==> src/shared/charger_option_pkg.sv <==
// Register map, field positions and reset values of the charger option bytes.
// Assumes byte-wide registers reached over a two-wire serial target port.
package charger_option_pkg;
   // ************************************************************
   // Register byte addresses
   // ************************************************************
   localparam logic [7:0] OPT0_LOW_ADDR = 8'h00;
   localparam logic [7:0] OPT0_HIGH_ADDR = 8'h01;
   localparam logic [7:0] OPT1_LOW_ADDR = 8'h30;
   localparam logic [7:0] OPT1_HIGH_ADDR = 8'h31;
   // ************************************************************
   // Reset values
   // ************************************************************
   localparam logic [7:0] OPT0_LOW_RESET = 8'h0e;
   localparam logic [7:0] OPT0_HIGH_RESET = 8'h00;
   localparam logic [15:0] OPT1_RESET = 16'h0211;
   // ************************************************************
   // Field positions
   // ************************************************************
   localparam int LINEAR_MODE_BIT = 2;
   localparam int REGULATION_BIT = 1;
   localparam int CHARGE_BLOCK_BIT = 0;
   localparam int LOW_POWER_BIT = 7;
   localparam int BUFFER_ENABLE_BIT = 15;
   localparam int PROC_HOT_MSB = 14;
   localparam int PROC_HOT_LSB = 13;
   // ************************************************************
   // Field codes and limits
   // ************************************************************
   localparam logic [1:0] PROC_HOT_OFF = 2'h0;
   localparam logic [1:0] PROC_HOT_RAIL = 2'h2;
   localparam logic [12:0] PRECHARGE_CLAMP_MULTI_MA = 13'h0180;
   localparam logic [12:0] PRECHARGE_CLAMP_SINGLE_MA = 13'h07d0;
   localparam logic [6:0] TARGET_ADDR_DEFAULT = 7'h2a;
   localparam logic [3:0] BITS_PER_BYTE = 4'h8;
   typedef enum logic [2:0] {IDLE, ADDR, ACK, PTR, WDATA, RDATA, RACK} link_state_t;
endpackage

==> src/hdl/charger_option_control_bits.sv <==
// Charger option bytes with their serial target port and control outputs.
// Assumes open-drain bus pins resolved outside; no clock stretching is done.
`timescale 1ns/1ps
`default_nettype none
module charger_option_control_bits #(
   parameter logic [6:0] TARGET_ADDR = charger_option_pkg::TARGET_ADDR_DEFAULT
) (
   input wire logic clk_sys,
   input wire logic nrst,
   input wire logic scl_in,
   input wire logic sda_in,
   output logic sda_out,
   output logic sda_oe,
   input wire logic battery_below_min_system,
   input wire logic multi_cell_pack,
   input wire logic [12:0] charge_current_setting_ma,
   input wire logic max_charge_voltage_valid,
   input wire logic charge_current_valid,
   input wire logic input_current_regulation_auto_off,
   output logic precharge_linear_mode_enable,
   output logic precharge_active,
   output logic [12:0] precharge_current_ma,
   output logic battery_switch_full_on,
   output logic regulate_from_max_charge_voltage,
   output logic input_current_regulation_enable,
   output logic charge_block,
   output logic charge_enable,
   output logic low_power_mode,
   output logic battery_current_buffer_enable,
   output logic low_power_proc_hot_select_rail
);
   import charger_option_pkg::*;

   // ************************************************************
   // State
   // ************************************************************
   typedef struct packed {
      link_state_t st;
      logic [3:0] bitcnt;
      logic [7:0] shreg;
      logic [7:0] ptr;
      logic rw;
      logic ptr_done;
      logic oe;
      logic scl_d;
      logic sda_d;
      logic [7:0] opt0_low;
      logic [7:0] opt0_high;
      logic [15:0] opt1;
   } state_t;

   state_t cur_ff;
   state_t nxt_cur;
   logic [1:0] pins_sync;
   logic scl_s;
   logic sda_s;
   logic scl_rise;
   logic scl_fall;
   logic start_seen;
   logic stop_seen;
   logic [12:0] clamp_ma;
   logic [7:0] rd_byte;

   sync2 #(.WIDTH(2), .RESET_VAL(2'h3)) u_pin_sync (
      .clk_sys(clk_sys),
      .nrst(nrst),
      .async_in({scl_in, sda_in}),
      .sync_out(pins_sync)
   );

   assign scl_s = pins_sync[1];
   assign sda_s = pins_sync[0];
   assign scl_rise = scl_s & ~cur_ff.scl_d;
   assign scl_fall = ~scl_s & cur_ff.scl_d;
   assign start_seen = scl_s & cur_ff.scl_d & cur_ff.sda_d & ~sda_s;
   assign stop_seen = scl_s & cur_ff.scl_d & ~cur_ff.sda_d & sda_s;

   // ************************************************************
   // Register read mux
   // ************************************************************
   function automatic logic [7:0] read_byte(input state_t s, input logic [7:0] a);
      logic [7:0] r;
      r = 8'h00;
      case (a)
         OPT0_LOW_ADDR: r = s.opt0_low;
         OPT0_HIGH_ADDR: r = s.opt0_high;
         OPT1_LOW_ADDR: r = s.opt1[7:0];
         OPT1_HIGH_ADDR: r = s.opt1[15:8];
         default: r = 8'h00;
      endcase
      return r;
   endfunction

   // Named so its top bit can be picked without selecting a call result
   assign rd_byte = read_byte(cur_ff, cur_ff.ptr);

   // ************************************************************
   // Next state
   // ************************************************************
   always_comb begin
      nxt_cur = cur_ff;
      nxt_cur.scl_d = scl_s;
      nxt_cur.sda_d = sda_s;
      if (stop_seen) begin
         nxt_cur.st = IDLE;
         nxt_cur.oe = 1'b0;
      end else if (start_seen) begin
         nxt_cur.st = ADDR;
         nxt_cur.bitcnt = 4'h0;
         nxt_cur.ptr_done = 1'b0;
         nxt_cur.oe = 1'b0;
      end else if (scl_rise) begin
         case (cur_ff.st)
            ADDR, PTR, WDATA: begin
               nxt_cur.shreg = {cur_ff.shreg[6:0], sda_s};
               nxt_cur.bitcnt = cur_ff.bitcnt + 4'h1;
            end
            RDATA: begin
               nxt_cur.bitcnt = cur_ff.bitcnt + 4'h1;
            end
            RACK: begin
               // A not-acknowledge ends the read burst
               if (sda_s) begin
                  nxt_cur.st = IDLE;
               end
            end
            default: begin
               nxt_cur.st = cur_ff.st;
            end
         endcase
      end else if (scl_fall) begin
         case (cur_ff.st)
            ADDR: begin
               if (cur_ff.bitcnt == BITS_PER_BYTE) begin
                  if (cur_ff.shreg[7:1] == TARGET_ADDR) begin
                     nxt_cur.st = ACK;
                     nxt_cur.oe = 1'b1;
                     nxt_cur.rw = cur_ff.shreg[0];
                  end else begin
                     nxt_cur.st = IDLE;
                  end
               end
            end
            PTR, WDATA: begin
               if (cur_ff.bitcnt == BITS_PER_BYTE) begin
                  nxt_cur.st = ACK;
                  nxt_cur.oe = 1'b1;
                  if (cur_ff.st == PTR) begin
                     nxt_cur.ptr = cur_ff.shreg;
                     nxt_cur.ptr_done = 1'b1;
                  end else begin
                     nxt_cur.ptr = cur_ff.ptr + 8'h01;
                     // Writes to unmapped addresses are dropped
                     case (cur_ff.ptr)
                        OPT0_LOW_ADDR: nxt_cur.opt0_low = cur_ff.shreg;
                        OPT0_HIGH_ADDR: nxt_cur.opt0_high = cur_ff.shreg;
                        OPT1_LOW_ADDR: nxt_cur.opt1[7:0] = cur_ff.shreg;
                        OPT1_HIGH_ADDR: nxt_cur.opt1[15:8] = cur_ff.shreg;
                        default: nxt_cur.ptr = cur_ff.ptr + 8'h01;
                     endcase
                  end
               end
            end
            ACK, RACK: begin
               nxt_cur.bitcnt = 4'h0;
               if (cur_ff.rw) begin
                  nxt_cur.st = RDATA;
                  nxt_cur.shreg = rd_byte;
                  nxt_cur.oe = ~rd_byte[7];
                  nxt_cur.ptr = cur_ff.ptr + 8'h01;
               end else begin
                  nxt_cur.st = cur_ff.ptr_done ? WDATA : PTR;
                  nxt_cur.oe = 1'b0;
               end
            end
            RDATA: begin
               if (cur_ff.bitcnt == BITS_PER_BYTE) begin
                  nxt_cur.st = RACK;
                  nxt_cur.oe = 1'b0;
               end else begin
                  nxt_cur.shreg = {cur_ff.shreg[6:0], 1'b0};
                  nxt_cur.oe = ~cur_ff.shreg[6];
               end
            end
            default: begin
               nxt_cur.st = cur_ff.st;
            end
         endcase
      end
      // Charger event overrides a host write in the same cycle
      if (input_current_regulation_auto_off) begin
         nxt_cur.opt0_low[REGULATION_BIT] = 1'b0;
      end
   end

   always_ff @(posedge clk_sys or negedge nrst) begin
      if (!nrst) begin
         cur_ff.st <= IDLE;
         cur_ff.bitcnt <= 4'h0;
         cur_ff.shreg <= 8'h00;
         cur_ff.ptr <= 8'h00;
         cur_ff.rw <= 1'b0;
         cur_ff.ptr_done <= 1'b0;
         cur_ff.oe <= 1'b0;
         cur_ff.scl_d <= 1'b1;
         cur_ff.sda_d <= 1'b1;
         cur_ff.opt0_low <= OPT0_LOW_RESET;
         cur_ff.opt0_high <= OPT0_HIGH_RESET;
         cur_ff.opt1 <= OPT1_RESET;
      end else begin
         cur_ff <= nxt_cur;
      end
   end

   // ************************************************************
   // Control outputs
   // ************************************************************
   assign sda_out = 1'b0;
   assign sda_oe = cur_ff.oe;
   assign precharge_linear_mode_enable = cur_ff.opt0_low[LINEAR_MODE_BIT];
   assign clamp_ma = multi_cell_pack ? PRECHARGE_CLAMP_MULTI_MA : PRECHARGE_CLAMP_SINGLE_MA;
   assign precharge_active = battery_below_min_system & precharge_linear_mode_enable;
   assign precharge_current_ma = (charge_current_setting_ma > clamp_ma) ? clamp_ma
                                 : charge_current_setting_ma;
   assign battery_switch_full_on = ~precharge_linear_mode_enable;
   assign regulate_from_max_charge_voltage = ~precharge_linear_mode_enable;
   assign input_current_regulation_enable = cur_ff.opt0_low[REGULATION_BIT];
   assign charge_block = cur_ff.opt0_low[CHARGE_BLOCK_BIT];
   assign charge_enable = ~charge_block & max_charge_voltage_valid & charge_current_valid;
   assign low_power_mode = cur_ff.opt0_high[LOW_POWER_BIT];
   assign battery_current_buffer_enable = cur_ff.opt1[BUFFER_ENABLE_BIT] & ~low_power_mode;
   // Host must keep this off with an adapter present; not checked here
   assign low_power_proc_hot_select_rail =
      (cur_ff.opt1[PROC_HOT_MSB:PROC_HOT_LSB] == PROC_HOT_RAIL);
endmodule
`default_nettype wire

==> src/hdl/sync2.sv <==
// Two-flop synchroniser for asynchronous pin levels.
// Assumes the pins are slow compared to clk_sys.
`timescale 1ns/1ps
`default_nettype none
module sync2 #(
   parameter int WIDTH = 2,
   parameter logic [WIDTH-1:0] RESET_VAL = '1
) (
   input wire logic clk_sys,
   input wire logic nrst,
   input wire logic [WIDTH-1:0] async_in,
   output logic [WIDTH-1:0] sync_out
);
   logic [WIDTH-1:0] meta_ff;
   always_ff @(posedge clk_sys or negedge nrst) begin
      if (!nrst) begin
         meta_ff <= RESET_VAL;
         sync_out <= RESET_VAL;
      end else begin
         meta_ff <= async_in;
         sync_out <= meta_ff;
      end
   end
endmodule
`default_nettype wire

==> config.mk <==
export PLATFORM = sky130hd
export DESIGN_NAME = charger_option_control_bits
export DESIGN_NICKNAME = d
export VERILOG_FILES = /design/src/shared/charger_option_pkg.sv /design/src/hdl/charger_option_control_bits.sv /design/src/hdl/sync2.sv
export SDC_FILE = /design/constraint.sdc
export NUM_CORES = 1
export LEC_CHECK = 0
export ABC_AREA = 0
export BUFFER_PORTS_ARGS = -buffer_cell sky130_fd_sc_hd__buf_2
export CORE_AREA = 3 3 128 130
export DETAILED_ROUTE_END_ITERATION = 16
export DIE_AREA = 0 0 131 133
export GPL_TIMING_DRIVEN = 0
export PLACE_DENSITY = 0.37
export SETUP_SLACK_MARGIN = 0.2
export SLEW_MARGIN = 20
export SYNTH_ARGS = -nofsm -noshare
export SYNTH_HDL_FRONTEND = slang
export SYNTH_SLANG_ARGS = --single-unit
==> constraint.sdc <==
create_clock -name clk_sys -period 3.6 [get_ports clk_sys]
set_input_delay 0.9 -clock clk_sys [delete_from_list [all_inputs] [get_ports clk_sys]]
set_output_delay 0.9 -clock clk_sys [all_outputs]
set_load 0.05 [all_outputs]
==> Yosys cells after proc, flatten, opt, wreduce, memory -nomap -nowiden <==
Index checks and enable logic that the tools add are counted.
{ "classes": {"n_addsub": 2, "n_lt_le_gt_ge": 1, "n_eq_ne": 32, "muxes": 57, "n_bitwise": 24, "n_reduce_logical": 34} }
{ "ops": {"columns": ["operator", "count"], "rows": [
  ["two-way mux 26 bit", 8],
  ["two-way mux 16 bit", 5],
  ["two-way mux 8 bit", 7],
  ["AND reduction 8 bit", 5],
  ["one-hot mux 8 bit (2 select lines)", 2],
  ["one-hot mux 8 bit (4 select lines)", 1],
  ["AND reduction 7 bit", 4],
  ["two-way mux 3 bit", 8],
  ["!= test 5 bit (second input constant)", 4],
  ["nonzero test 3 bit", 6],
  ["equality test 8 x 6 -> 1 bit (second input constant)", 2],
  ["nonzero test 2 bit", 8],
  ["two-way mux 15 bit", 1],
  ["two-way mux 2 bit", 7],
  ["> comparator 13 x 11 -> 1 bit", 1],
  ["two-way mux 13 bit", 1],
  ["NOT 1 bit", 13],
  ["!= test 4 bit (second input constant)", 3],
  ["one-hot mux 3 bit (4 select lines)", 1],
  ["AND reduction 6 bit", 2],
  ["bitwise AND 1 bit", 11],
  ["two-way mux 1 bit", 11],
  ["two-way mux 11 bit", 1],
  ["!= test 2 bit (second input constant)", 5],
  ["other kinds (26)", 33]
]} }
{ "totals": {"regBits": 64, "inputBits": 22} }

==> Logic depth before layout (Yosys ltp) <==
{ "logic_depth": {"ltp_word": 12, "ltp_mapped": 9, "mapped_depth_nobuf": 7} }

==> Modules after synthesis <==
From an unflattened synthesis, not the netlist that was laid out.
{ "unflattened": {"hier_cells": 366, "hier_area_um2": 3706.1} }
{ "modules_own_cells": {"columns": ["module", "n_inst", "cells_per_inst", "area_each_um2", "seq_area_each_um2"], "rows": [
  ["charger_option_control_bits", 1, 362, 3601.0, 1511.4],
  ["sync2", 1, 4, 105.1, 105.1]
]} }

==> Worst setup path before layout <==
OpenSTA, ideal clock, no wires.
{ "synth_path": {"path_type": "input to output", "from": "in multi_cell_pack", "to": "out precharge_current_ma[4]", "arrival_time_ns": 2.841, "required_ns": 2.700, "slack_ns": -0.141, "stages": 6, "n_path_buf": 1, "cell_sequence": "ha_1 > nand4_1 > or3_1 > o21ai_0 > buf_2 > mux2i_1"} }
{ "synth_via": {"elab_chain_len": 3} }
{ "synth_rtl": {"columns": ["element", "line_no", "rtl"], "rows": [
  ["start: declaration", "charger_option_control_bits.sv:15", "input wire logic multi_cell_pack,"],
  ["two-way mux 11 bit *", "charger_option_control_bits.sv:221", "assign clamp_ma = multi_cell_pack ? PRECHARGE_CLAMP_MULTI_MA : PRECHARGE_CLAMP_SINGLE_MA;"],
  ["> comparator 13 x 11 -> 1 bit", "charger_option_control_bits.sv:223", "assign precharge_current_ma = (charge_current_setting_ma > clamp_ma) ? clamp_ma"],
  ["two-way mux 13 bit *", "charger_option_control_bits.sv:223", null],
  ["end: declaration", "charger_option_control_bits.sv:22", "output logic [12:0] precharge_current_ma,"]
]} }
Mark *: on every way between the ends. The rest lies on a longest branch, timed or not.

==> Final worst setup path <==
{ "layout_path": {"from": "in multi_cell_pack", "to": "out precharge_current_ma[9]"} }
Same word-level chain as after synthesis.

==> results.json <==
{
  "status": "completed",
  "setup_viol": 0,
  "r2r-start": "cur_ff[38]",
  "die_width_microns": 131,
  "grt_pass1_wl_microns": 17300,
  "ir_drop_v": 0.000202,
  "seq_area_frac_synth": 0.426,
  "hp-start": "u_pin_sync.meta_ff[0]",
  "yosysUniqueCellTypes": 61,
  "clk_latency_ps": 330,
  "fp-row-count": 45,
  "n_antenna_cell": 0,
  "rsz0062_at_grt": "true",
  "worstSetupPathType": "in2out",
  "root_buffer": "clkbuf_16",
  "p_leak_nw": 2.13,
  "powerDensity_mw_per_mm2": 387,
  "path_cells": "buf_12, ha_1, nor4b_4, nand3_1, o21ai_4, buf_6, mux2_2, buf_6",
  "total_power_mw": 1.88,
  "pin_count": 47,
  "cts_hold_buf": 0,
  "crit_path_end_kind": "output port",
  "cpMostUsedCell": "buf_6",
  "slowest_delay_ps": 340,
  "cts_tree": "yes",
  "synth_ff_type": "dfrtp_1",
  "place.gp.congestion": 0.763,
  "synth-edff-count": 0,
  "die_h_microns": 133,
  "htreeDepth": 3,
  "drc": 0,
  "regArea_sq_mm": 0.00162,
  "nFillCells": 1583,
  "synth.cell_area_sq_mm": 0.00379,
  "hold_viol": 0,
  "ant_nets": 0,
  "cpLargestDelayFamily": "buffers and inverters",
  "worstMarginPinSlew_ps": 626,
  "grt-ovfl-total": 0,
  "period_minus_slack_ps": 3410,
  "synth_async_sr_flop_share": 1.00,
  "ys_seq_elements": 64,
  "worst-path-buf-inv": 3,
  "final_common_cell": "dfrtp_1",
  "grt_max_degree": 51,
  "rrSetupSlack_ps": 1080,
  "cp_max_fo": 6,
  "fin_crit_sh": 0.948,
  "rr_endpoint": "cur_ff[15]",
  "holdWs_ps": 354,
  "cp_slowest_cell": "mux2_2",
  "required_ps": 2700,
  "initial_core_util": 0.249,
  "synth_area_per_cell_sq_um": 10.4,
  "vias": 3102,
  "dr.first_iter.drc_count": 92,
  "slew_violations": 0,
  "die-area_sq_mm": 0.0174,
  "skew_ps": 4.01,
  "area_growth_pct": 27.8,
  "relSlewSlack": 0.583,
  "antenna_found_initial": 0,
  "clock.fmax_ghz": 0.293,
  "grtUsageTotal": 0.129,
  "clk_path_buf_depth": 2,
  "hold_depth": 0,
  "critPathLaunchType": "primary input",
  "routed_wl_microns": 10800,
  "route.detailed.wl_per_inst_microns": 16.9,
  "nets": 459,
  "min_to": "u_pin_sync.sync_out[0]",
  "path_clk_slew_ps": 50,
  "crit_arrival_ps": 2510,
  "hp-class": "reg2reg",
  "cts_sinks": 64,
  "multi_input_area_sq_mm": 0.00214,
  "grt_pass1_vias": 3137,
  "syn_inst": 366,
  "mostFrequentLayoutCells": "dfrtp_1 (52), mux2_2 (43), buf_2 (33), o21ai_0 (24), nor2_1 (20)",
  "cts_buffers": 9,
  "drive_above_1_share": 0.358,
  "dp_hpwl_microns": 7610,
  "r2r_cells": 7,
  "core_area_sq_mm": 0.0153,
  "maxCapViolCount": 0,
  "dr.pass1.iters": 4,
  "numPortBuffers": 43,
  "yosys_warnings": 0,
  "viasPerCell": 4.84
}
## Yosys cell counts, drive strengths merged, types with 9 or more instances
master	n	area [sq um]
dfrtp	52	1300
mux2	43	484
o21ai	26	130
nor2	20	75.1
a21oi	19	98.9
a22oi	16	120
nand2	15	61.3
inv	14	52.6
buf	12	76.3
dfstp	12	315
ha	12	150
nand3	10	65.1
nand2b	9	56.3
nor2b	9	56.3
nor3	9	67.6
## worst max path at each step
stage | from | endpoint | slack, ps | depth (start not counted)
after floorplan | multi_cell_pack | precharge_current_ma[10] | 240 | 6
after global placement | multi_cell_pack | precharge_current_ma[9] | -170 | 8
after detailed placement | multi_cell_pack | precharge_current_ma[9] | -140 | 8
after CTS | multi_cell_pack | precharge_current_ma[9] | 150 | 9
after global routing | multi_cell_pack | precharge_current_ma[10] | 90 | 8
final | multi_cell_pack | precharge_current_ma[9] | 190 | 8
## where the power goes
group / switching (mW) / internal [mW]
logic: 0.119 / 0.0690
registers: 0.00915 / 0.731
clock network: 0.325 / 0.625
total: 0.453 / 1.42
## state kept, by name, summed over array words and instances, names as in the netlist
signal and cells:
input_current_regulation_enable 1, precharge_linear_mode_enable 1, sda_oe 1, u_pin_sync.meta_ff 2, charge_block 1, u_pin_sync.sync_out 2
cur_ff 55, low_power_mode 1
## final cells by class
type / instances / area share
plain buffers: 18 / 0.0219
clock inverters: 3 / 0.0134
repair buffers: 46 / 0.0740
multi-input cells: 272 / 0.440
well taps: 211 / 0.0544
clock buffers: 13 / 0.0516
flip-flops and latches: 64 / 0.333
inverters: 14 / 0.0108
## cell families (layout without fill, tap and decap cells)
family                     after synthesis  after routing  synth area share
buffers and inverters                   32             94            0.0402
xor gates and xnor gates                 1              1           0.00231
adders and majority gates               12             12            0.0396
DFF                                     64             64             0.426
AOI/OAI and AO/OA                      103            103             0.187
and+or+nand+nor                        105            105             0.163
other                                    1              3          0.000988
muxes                                   48             48             0.141
## through the flow
step	instances	area [sq um]	setup TNS, ps	util	worst slack, ps
after global placement	622	4290	-490	0.281	-172
after detailed placement	623	4320	-360	0.283	-139
after global routing	641	4850	0	0.318	91.6
final	641	4850	0	0.318	188
after floorplan	368	3810	0	-	243
after CTS	641	4830	0	0.317	148
## metal layers
layer | global-route usage | vias up | part of all wire | wire length [microns]
li1 | - | 1475 | - | -
met1 | 0.162 | 1556 | 0.45 | 4860
met2 | 0.215 | 57 | 0.50 | 5420
met3 | 0.0250 | 14 | 0.035 | 382
met4 | 0.0486 | 0 | 0.014 | 147
met5 | 0 | - | 0 | 0
## what timing repair did
action / 4_1_cts / 5_1_grt
buffers inserted: 2 / 0
setup endpoints to repair: 11 / 11
pin swaps: 7 / 1
gates resized for setup: 46 / 2
Note: power is estimated with default switching activity, not from simulation.
